**config.mk**
```make
export PLATFORM = sky130hd
export DESIGN_NAME = wbp_port
export DESIGN_NICKNAME = d
export VERILOG_FILES = /design/src/include/wbp_pkg.sv /design/src/rtl/wbp_sync.sv /design/src/rtl/wbp_port.sv
export SDC_FILE = /design/constraint.sdc
export NUM_CORES = 1
export LEC_CHECK = 0
export ABC_AREA = 1
export ABC_CLOCK_PERIOD_IN_PS = 1700
export BUFFER_PORTS_ARGS = -buffer_cell sky130_fd_sc_hd__buf_2
export CAP_MARGIN = 20
export CELL_PAD_IN_SITES_DETAIL_PLACEMENT = 0
export CELL_PAD_IN_SITES_GLOBAL_PLACEMENT = 2
export CORE_ASPECT_RATIO = 0.5
export CORE_UTILIZATION = 29
export DETAILED_ROUTE_END_ITERATION = 8
export PLACE_DENSITY_LB_ADDON = 0.1
export SKIP_CTS_REPAIR_TIMING = 1
export SLEW_MARGIN = 20
export SYNTH_ARGS = -nofsm -noshare
export SYNTH_HDL_FRONTEND = slang
export SYNTH_SLANG_ARGS = --single-unit
```
**constraint.sdc**
```tcl
create_clock -name ref_clk -period 1.7 [get_ports ref_clk]
set_input_delay 0.425 -clock ref_clk [delete_from_list [all_inputs] [get_ports ref_clk]]
set_output_delay 0.425 -clock ref_clk [all_outputs]
set_load 0.05 [all_outputs]
```
**src/include/wbp_pkg.sv**
```systemverilog
// Constants for the word/byte parallel data port of the converter.
// Assumes a single 50 MHz ref_clk domain; all port pins arrive asynchronously.
package wbp_pkg;
    localparam int WORD_W = 12;               // Full transfer width
    localparam int BYTE_W = 8;                // Byte mode transfer width
    localparam int CHAN_W = 2;                // Channel identifier width
    localparam int NIB_W = 4;                 // Upper bits carried in the high byte
    localparam int SHARED_POS = 8;            // Index of the shared bit8/select pin
    localparam int CHAN_POS = 4;              // Channel id position in the high byte
    localparam int ZERO_POS = 6;              // Forced-zero field in the high byte
    localparam int ZERO_W = 2;                // Width of the forced-zero field
    localparam int SYNC_STAGES = 3;           // Flops on every pin input
    localparam int PIN_W = WORD_W + 4;        // Synchronised pin bundle width
    localparam logic [WORD_W-1:0] CTRL_RST = 12'h000; // Control word after reset
    localparam logic [BYTE_W-1:0] LOW_RST = 8'h00;    // Held low byte after reset
    // Idle pin levels: strobes and select high, word select low, data low
    localparam logic [PIN_W-1:0] PIN_RST = 16'h7000;
endpackage

```
**src/rtl/wbp_sync.sv**
```systemverilog
// Three-stage pin synchroniser with agreement filter.
// Assumes inputs may change at any time relative to ref_clk.
`timescale 1ns/1ps
`default_nettype none
module wbp_sync #(
    parameter int W = 1,                      // Number of pins
    parameter logic [W-1:0] RST_VAL = '0      // Level assumed during reset
) (
    input wire logic ref_clk,                 // System clock
    input wire logic rst_b,                   // Async reset, active low
    input wire logic [W-1:0] pin_in,          // Raw asynchronous pins
    output logic [W-1:0] level_q              // Filtered, synchronous level
);
    logic [W-1:0] s1_q;
    logic [W-1:0] s2_q;
    logic [W-1:0] s3_q;

    if (W < 1) begin : g_bad_width
        $error("wbp_sync: W must be at least 1");
    end

    // Shift chain; only s2 reads s1 so metastability stays contained
    always_ff @(posedge ref_clk or negedge rst_b) begin
        if (!rst_b) begin
            s1_q <= RST_VAL;
            s2_q <= RST_VAL;
            s3_q <= RST_VAL;
        end else begin
            s1_q <= pin_in;
            s2_q <= s1_q;
            s3_q <= s2_q;
        end
    end

    // A bit changes only once stages two and three agree
    always_ff @(posedge ref_clk or negedge rst_b) begin
        if (!rst_b) begin
            level_q <= RST_VAL;
        end else begin
            level_q <= (s2_q & s3_q) | (level_q & (s2_q | s3_q));
        end
    end
endmodule
`default_nettype wire

```
**src/rtl/wbp_port.sv**
```systemverilog
// Word/byte parallel data port: returns results and accepts control writes.
// Assumes the converter core presents result data and channel on ref_clk.
`timescale 1ns/1ps
`default_nettype none
module wbp_port (
    input wire logic ref_clk,                              // 50 MHz clock
    input wire logic rst_b,                                // Async reset, active low
    input wire logic word_sel,                             // Pin: high word, low byte
    input wire logic cs_b,                                 // Pin: chip select, low
    input wire logic rd_b,                                 // Pin: read strobe, low
    input wire logic wr_b,                                 // Pin: write strobe, low
    input wire logic [wbp_pkg::WORD_W-1:0] data_in,        // Pins in; bit 8 shared
    output logic [wbp_pkg::WORD_W-1:0] data_out,           // Pins out
    output logic [wbp_pkg::WORD_W-1:0] data_oe,            // Pin drive, high drives
    input wire logic [wbp_pkg::WORD_W-1:0] result_data,    // Core: latest result
    input wire logic [wbp_pkg::CHAN_W-1:0] result_chan,    // Core: result channel
    output logic result_taken,                             // Pulse: read began
    output logic [wbp_pkg::WORD_W-1:0] ctrl_word,          // Control register value
    output logic ctrl_load                                 // Pulse: control updated
);
    import wbp_pkg::*;

    logic [PIN_W-1:0] pins_f;
    logic word_f;
    logic cs_f;
    logic rd_f;
    logic wr_f;
    logic [WORD_W-1:0] din_f;
    logic hbs_f;
    logic rd_prev_q;
    logic wr_prev_q;
    logic rd_start;
    logic rd_end;
    logic wr_end;
    logic [WORD_W-1:0] data_out_q;
    logic [WORD_W-1:0] data_oe_q;
    logic [WORD_W-1:0] ctrl_q;
    logic [BYTE_W-1:0] low_q;
    logic ctrl_load_q;
    logic taken_q;

    // The byte image and the pin bundle rely on the fields tiling the
    // byte and the word exactly; refuse a package that breaks that.
    if (NIB_W + BYTE_W != WORD_W || CHAN_POS < NIB_W ||
        CHAN_POS + CHAN_W > ZERO_POS || ZERO_POS + ZERO_W != BYTE_W ||
        PIN_W != WORD_W + 4 || SYNC_STAGES != 3) begin : g_bad_layout
        $error("wbp_port: package field layout is inconsistent");
    end

    // All pins arrive from outside the clock domain
    wbp_sync #(
        .W(PIN_W),
        .RST_VAL(PIN_RST)
    ) u_sync (
        .ref_clk(ref_clk),
        .rst_b(rst_b),
        .pin_in({word_sel, cs_b, rd_b, wr_b, data_in}),
        .level_q(pins_f)
    );

    assign word_f = pins_f[PIN_W-1];
    assign cs_f = pins_f[PIN_W-2];
    assign rd_f = pins_f[PIN_W-3];
    assign wr_f = pins_f[PIN_W-4];
    assign din_f = pins_f[WORD_W-1:0];
    assign hbs_f = din_f[SHARED_POS] & ~word_f;    // Select only exists in byte mode

    // Strobe edge history
    always_ff @(posedge ref_clk or negedge rst_b) begin
        if (!rst_b) begin
            rd_prev_q <= 1'b1;
            wr_prev_q <= 1'b1;
        end else begin
            rd_prev_q <= rd_f;
            wr_prev_q <= wr_f;
        end
    end

    // Reads need chip select; a read overlapping a write is ignored.
    // A strobe that falls before chip select does not start a read, so
    // hosts must select first; this keeps a glitching select harmless.
    assign rd_start = rd_prev_q & ~rd_f & ~cs_f & wr_f;
    assign rd_end = rd_f | cs_f;
    assign wr_end = ~wr_prev_q & wr_f & ~cs_f;

    // Returns the byte-mode image of a result for the selected half
    function automatic logic [BYTE_W-1:0] byte_image(
        input logic [WORD_W-1:0] res,
        input logic [CHAN_W-1:0] chan,
        input logic high
    );
        logic [BYTE_W-1:0] b;
        b = res[BYTE_W-1:0];
        if (high) begin
            b = '0;
            b[NIB_W-1:0] = res[WORD_W-1:BYTE_W];
            b[CHAN_POS +: CHAN_W] = chan;
        end
        return b;
    endfunction

    // Result capture at the read fall; held stable for the whole strobe
    always_ff @(posedge ref_clk or negedge rst_b) begin
        if (!rst_b) begin
            data_out_q <= '0;
        end else if (rd_start) begin
            if (word_f) begin
                data_out_q <= result_data;
            end else begin
                data_out_q <= {{(WORD_W-BYTE_W){1'b0}},
                               byte_image(result_data, result_chan, hbs_f)};
            end
        end
    end

    // Drive enables: byte mode leaves lines 8 to 11 undriven, so the
    // shared pin stays free to carry the high byte select
    always_ff @(posedge ref_clk or negedge rst_b) begin
        if (!rst_b) begin
            data_oe_q <= '0;
        end else if (rd_end) begin
            data_oe_q <= '0;
        end else if (rd_start) begin
            if (word_f) begin
                data_oe_q <= {WORD_W{1'b1}};
            end else begin
                data_oe_q <= {{(WORD_W-BYTE_W){1'b0}}, {BYTE_W{1'b1}}};
            end
        end
    end

    // Read notification to the core
    always_ff @(posedge ref_clk or negedge rst_b) begin
        if (!rst_b) begin
            taken_q <= 1'b0;
        end else begin
            taken_q <= rd_start;
        end
    end

    // Control writes land at the write strobe's rising edge. In byte mode
    // the low byte is held until the high byte completes the word, so the
    // core never sees a half-written control value. Lines 4 to 7 of a high
    // byte are expected to be zero and are not used.
    always_ff @(posedge ref_clk or negedge rst_b) begin
        if (!rst_b) begin
            ctrl_q <= CTRL_RST;
            low_q <= LOW_RST;
            ctrl_load_q <= 1'b0;
        end else begin
            ctrl_load_q <= 1'b0;
            if (wr_end) begin
                if (word_f) begin
                    ctrl_q <= din_f;
                    ctrl_load_q <= 1'b1;
                end else if (!hbs_f) begin
                    low_q <= din_f[BYTE_W-1:0];
                end else begin
                    ctrl_q <= {din_f[NIB_W-1:0], low_q};
                    ctrl_load_q <= 1'b1;
                end
            end
        end
    end

    assign data_out = data_out_q;
    assign data_oe = data_oe_q;
    assign result_taken = taken_q;
    assign ctrl_word = ctrl_q;
    assign ctrl_load = ctrl_load_q;
endmodule
`default_nettype wire

```
==> impl_metrics.prom <==
# TYPE chip_impl_metric gauge
chip_impl_info{name="status",value="complete, but fails checks"} 1
chip_impl_info{name="violations",value="negative hold slack"} 1
chip_impl_metric{name="finalSetupViolations",unit=""} 0
chip_impl_metric{name="vias",unit=""} 2285
chip_impl_metric{name="mappedNetlistArea",unit="sq um"} 3600
chip_impl_metric{name="grt_first_pass_wirelength",unit="mm"} 12.2
chip_impl_info{name="grt_setup_unrepaired",value="no"} 1
chip_impl_metric{name="placement.setup.worst_slack",unit="ns"} 0.242
chip_impl_metric{name="grt_max_degree",unit=""} 45
chip_impl_metric{name="number_of_clock_sinks_seen_by_cts",unit=""} 102
chip_impl_metric{name="worst-path-buf-inv",unit=""} 1
chip_impl_metric{name="post-layout-total-power",unit="mW"} 7.14
chip_impl_metric{name="boundaryPins",unit=""} 70
chip_impl_metric{name="ys_seq_elements",unit=""} 102
chip_impl_metric{name="maxCapViolations",unit=""} 0
chip_impl_metric{name="intPower",unit="mW"} 4.71
chip_impl_info{name="timing.critical_path.max_delay_family",value="flip-flops"} 1
chip_impl_metric{name="pwr-share-seq",unit=""} 0.430
chip_impl_info{name="slowest_stage",value="sky130_fd_sc_hd__dfrtp_1"} 1
chip_impl_metric{name="grt_antenna_before_repair",unit=""} 0
chip_impl_metric{name="switching_share",unit=""} 0.341
chip_impl_metric{name="grt_overflow_total",unit=""} 0
chip_impl_metric{name="dieWidth",unit="um"} 160
chip_impl_metric{name="core_area",unit="sq um"} 11900
chip_impl_metric{name="power.share.combinational",unit=""} 0.243
chip_impl_metric{name="drt_pass1_iterations",unit=""} 5
chip_impl_metric{name="drt_iter0_drc",unit=""} 126
chip_impl_metric{name="worst_clock_skew",unit="ns"} 0.0102
chip_impl_info{name="post-synth-top-area-cell",value="sky130_fd_sc_hd__dfrtp_1"} 1
chip_impl_info{name="synthFlopType",value="sky130_fd_sc_hd__dfrtp_1"} 1
chip_impl_metric{name="syn_nets",unit=""} 343
chip_impl_metric{name="max_slew.worst_pin.slew",unit="ns"} 0.393
chip_impl_metric{name="synth_top_cell_area_share",unit=""} 0.612
chip_impl_metric{name="h-tree-depth",unit=""} 3
chip_impl_metric{name="clk_pin_slew",unit="ns"} 0.07
chip_impl_info{name="synthTopCellsByCount",value="sky130_fd_sc_hd__nand2_1, sky130_fd_sc_hd__dfrtp_1, sky130_fd_sc_hd__nand3_1, sky130_fd_sc_hd__maj3_1, sky130_fd_sc_hd__dfstp_2"} 1
chip_impl_info{name="crit_path_cell_trace",value="buf_2"} 1
chip_impl_metric{name="clk-insertion-delay-late",unit="ns"} 0.34
chip_impl_metric{name="effective_utilization_at_floorplan",unit=""} 0.301
chip_impl_metric{name="antenna_cells_inserted",unit=""} 0
chip_impl_metric{name="grt_use_total",unit=""} 0.124
chip_impl_metric{name="grt_pass1_vias",unit=""} 2406
chip_impl_info{name="min_path_type",value="input port to asynchronous set/reset pin"} 1
chip_impl_metric{name="avgSynthCellArea",unit="sq um"} 11.6
chip_impl_metric{name="maxClockFrequency",unit="MHz"} 646
chip_impl_metric{name="portion_of_the_clock_cycle_consumed_by_the_worst_path_in_the_final_layout",unit=""} 0.911
chip_impl_info{name="clock-root-buffer",value="sky130_fd_sc_hd__clkbuf_16"} 1
chip_impl_metric{name="final_ant_viol_nets",unit=""} 0
chip_impl_metric{name="die_y",unit="um"} 80.8
chip_impl_metric{name="tritoncts.num_buffers",unit=""} 9
chip_impl_metric{name="fin_setup_tns",unit="ns"} 0
chip_impl_metric{name="cellLeakagePower",unit="nW"} 2.27
chip_impl_metric{name="drcViolationCount",unit=""} 0
chip_impl_metric{name="async_reset_ff_frac",unit=""} 1.00
chip_impl_metric{name="gpl.final_weighted_congestion",unit=""} 0.705
chip_impl_info{name="crit_path_end_kind",value="output port"} 1
chip_impl_info{name="synth.top_cells.by_area",value="sky130_fd_sc_hd__dfrtp_1, sky130_fd_sc_hd__nand2_1, sky130_fd_sc_hd__dfstp_2"} 1
chip_impl_metric{name="hold-worst-slack",unit="ns"} -0.000689
chip_impl_metric{name="synth-warning-count",unit=""} 0
chip_impl_metric{name="fin_crit",unit="ns"} 1.55
chip_impl_metric{name="worst_case_setup_margin_in_the_final_layout",unit="ns"} 0.152
chip_impl_metric{name="ir_drop",unit="uV"} 461
chip_impl_metric{name="routed_wl",unit="mm"} 7.13
chip_impl_metric{name="routed_via_density",unit=""} 4.17
chip_impl_info{name="tritoncts",value="built"} 1
chip_impl_metric{name="design.final.nets",unit=""} 411
chip_impl_metric{name="synthDistinctLibCells",unit=""} 17
chip_impl_metric{name="r2r.worst_path.cells",unit=""} 5
chip_impl_metric{name="post_route_cells_drive_above_1_share",unit=""} 0.298
chip_impl_metric{name="clock_power_share",unit=""} 0.327
chip_impl_metric{name="critical_path_arrival",unit="ns"} 1.12
chip_impl_info{name="worst-setup-path-type",value="flop to output port"} 1
chip_impl_metric{name="detailed_place_hpwl",unit="mm"} 4.85
chip_impl_metric{name="routedWlPerCell",unit="um"} 13.0
chip_impl_metric{name="syn_to_final_growth",unit="%"} 23.6
chip_impl_info{name="synthMostInstantiatedCell",value="sky130_fd_sc_hd__nand2_1"} 1
chip_impl_info{name="worstSetupStartpointType",value="flop"} 1
chip_impl_metric{name="die_area",unit="sq um"} 12900
chip_impl_metric{name="synth_enable_flop_cells",unit=""} 0
chip_impl_metric{name="rows",unit=""} 28
chip_impl_metric{name="synth.yosys.seq_area_share",unit=""} 0.714
chip_impl_metric{name="syn-instance-count",unit=""} 311
chip_impl_metric{name="critical-path-max-stage-delay",unit="ns"} 0.47
chip_impl_metric{name="finalHoldViolCount",unit=""} 1
chip_impl_metric{name="power_switching",unit="mW"} 2.44
chip_impl_metric{name="port_buffers",unit=""} 69
chip_impl_metric{name="cp_max_fo",unit=""} 9
chip_impl_metric{name="pwr_density_cell",unit="nW/um^2"} 1610
chip_impl_metric{name="worst-path-stages",unit=""} 1
chip_impl_metric{name="slew_headroom",unit=""} 0.738
chip_impl_metric{name="clk_path_buf_depth",unit=""} 2
chip_impl_metric{name="drv_slew",unit=""} 0
chip_impl_metric{name="cp_data_required_time",unit="ns"} 1.27
[worst register-to-register path: cells and delay by family (launching register included)]
kind / cells / cell delay [ns]
and+or+nand+nor: 4 / 0.73
buffers and inverters: 1 / 0.05
DFF: 1 / 0.57
[kinds of logic after synthesis]
| family | Yosys count | synth area share |
|---|---|---|
| AO/OA/AOI/OAI | 7 | 0.00973 |
| buffers and inverters | 29 | 0.0511 |
| flip-flops | 102 | 0.714 |
| adder cells (fa/ha/maj) | 16 | 0.0445 |
| AND/OR/NAND/NOR | 157 | 0.181 |
[power groups by stage]
stage	Sequential (mW)	Clock [mW]	Combinational [mW]
floorplan	3.87	0	0.523
global placement	3.12	0	1.74
detailed placement	3.12	0	1.76
CTS	3.08	2.42	1.76
global route	3.13	2.53	1.90
finish	3.07	2.33	1.74
[metal layers]
metal  global-route usage  up-vias  part of all wire
met5                    0        -                 0
met4               0.0452        0             0.013
met3               0.0470        9             0.057
met2                0.199       67              0.44
met1                0.154     1113              0.48
li1                     -     1096                 -
[state kept, by name, indices dropped and copies added, names as in the netlist]
name / flops
ctrl_load: 1
ctrl_word: 12
data_oe: 2
data_out: 12
low_q: 8
rd_prev_q: 1
result_taken: 1
u_sync.level_q: 16
u_sync.s1_q: 16
u_sync.s2_q: 16
u_sync.s3_q: 16
wr_prev_q: 1
[placed cells by master (no fill, tap or decap)]
| master | n |
|---|---|
| sky130_fd_sc_hd__nand3_2 | 2 |
| sky130_fd_sc_hd__clkbuf_16 | 9 |
| sky130_fd_sc_hd__buf_4 | 7 |
| sky130_fd_sc_hd__nor2_1 | 5 |
| sky130_fd_sc_hd__nand2_1 | 121 |
| sky130_fd_sc_hd__inv_2 | 2 |
| sky130_fd_sc_hd__o21ai_1 | 4 |
| sky130_fd_sc_hd__inv_6 | 1 |
| sky130_fd_sc_hd__o21ai_0 | 3 |
| sky130_fd_sc_hd__clkinvlp_4 | 1 |
| sky130_fd_sc_hd__nor2_4 | 1 |
| sky130_fd_sc_hd__maj3_1 | 16 |
| sky130_fd_sc_hd__bufinv_16 | 3 |
| sky130_fd_sc_hd__nand2_4 | 1 |
| sky130_fd_sc_hd__inv_1 | 6 |
| sky130_fd_sc_hd__nand3_1 | 26 |
| sky130_fd_sc_hd__inv_8 | 1 |
| sky130_fd_sc_hd__buf_12 | 3 |
| sky130_fd_sc_hd__dfrtp_1 | 88 |
| sky130_fd_sc_hd__buf_2 | 68 |
| sky130_fd_sc_hd__dfstp_2 | 14 |
| sky130_fd_sc_hd__nand2_2 | 1 |
[worst paths after layout]
check / from / endpoint / slack [ns]
setup / recovery: data_oe[7]$_DFFE_PN0P_ / data_oe[5] / 0.15
hold / removal: rst_b / data_out[5]$_DFFE_PN0P_ / -0.0007
setup reg to reg: u_sync.level_q[12]$_DFF_PN1_ / ctrl_word[10]$_DFFE_PN0P_ / 0.25
hold reg to reg: u_sync.s1_q[5]$_DFF_PN0_ / u_sync.s2_q[5]$_DFF_PN0_ / 0.35
max in group asynchronous: rst_b / u_sync.s1_q[14]$_DFF_PN1_ / 1.12
min in group ref_clk: rd_b / u_sync.s1_q[13]$_DFF_PN1_ / 0.18
[metrics by stage]
step	cells	utilization	area (sq um)	hold WS (ns)
global placement	533	0.344	4110	0.333
detailed placement	533	0.344	4110	0.338
finish	548	0.372	4450	-0.000689
global route	548	0.372	4450	0.0166
CTS	548	0.372	4450	0.00503
floorplan	311	-	3600	0.129
[final cells by class]
cell class                      count  area (sq um)
Inverter                            8          30.0
Fill cell                        1176          7500
Clock buffer                        9           225
Sequential cell                   102          2570
Tap cell                          165           206
Clock inverter                      6           118
Timing Repair Buffer               78           453
Multi-Input combinational cell    180           847
(Power assumes the default switching activity.)
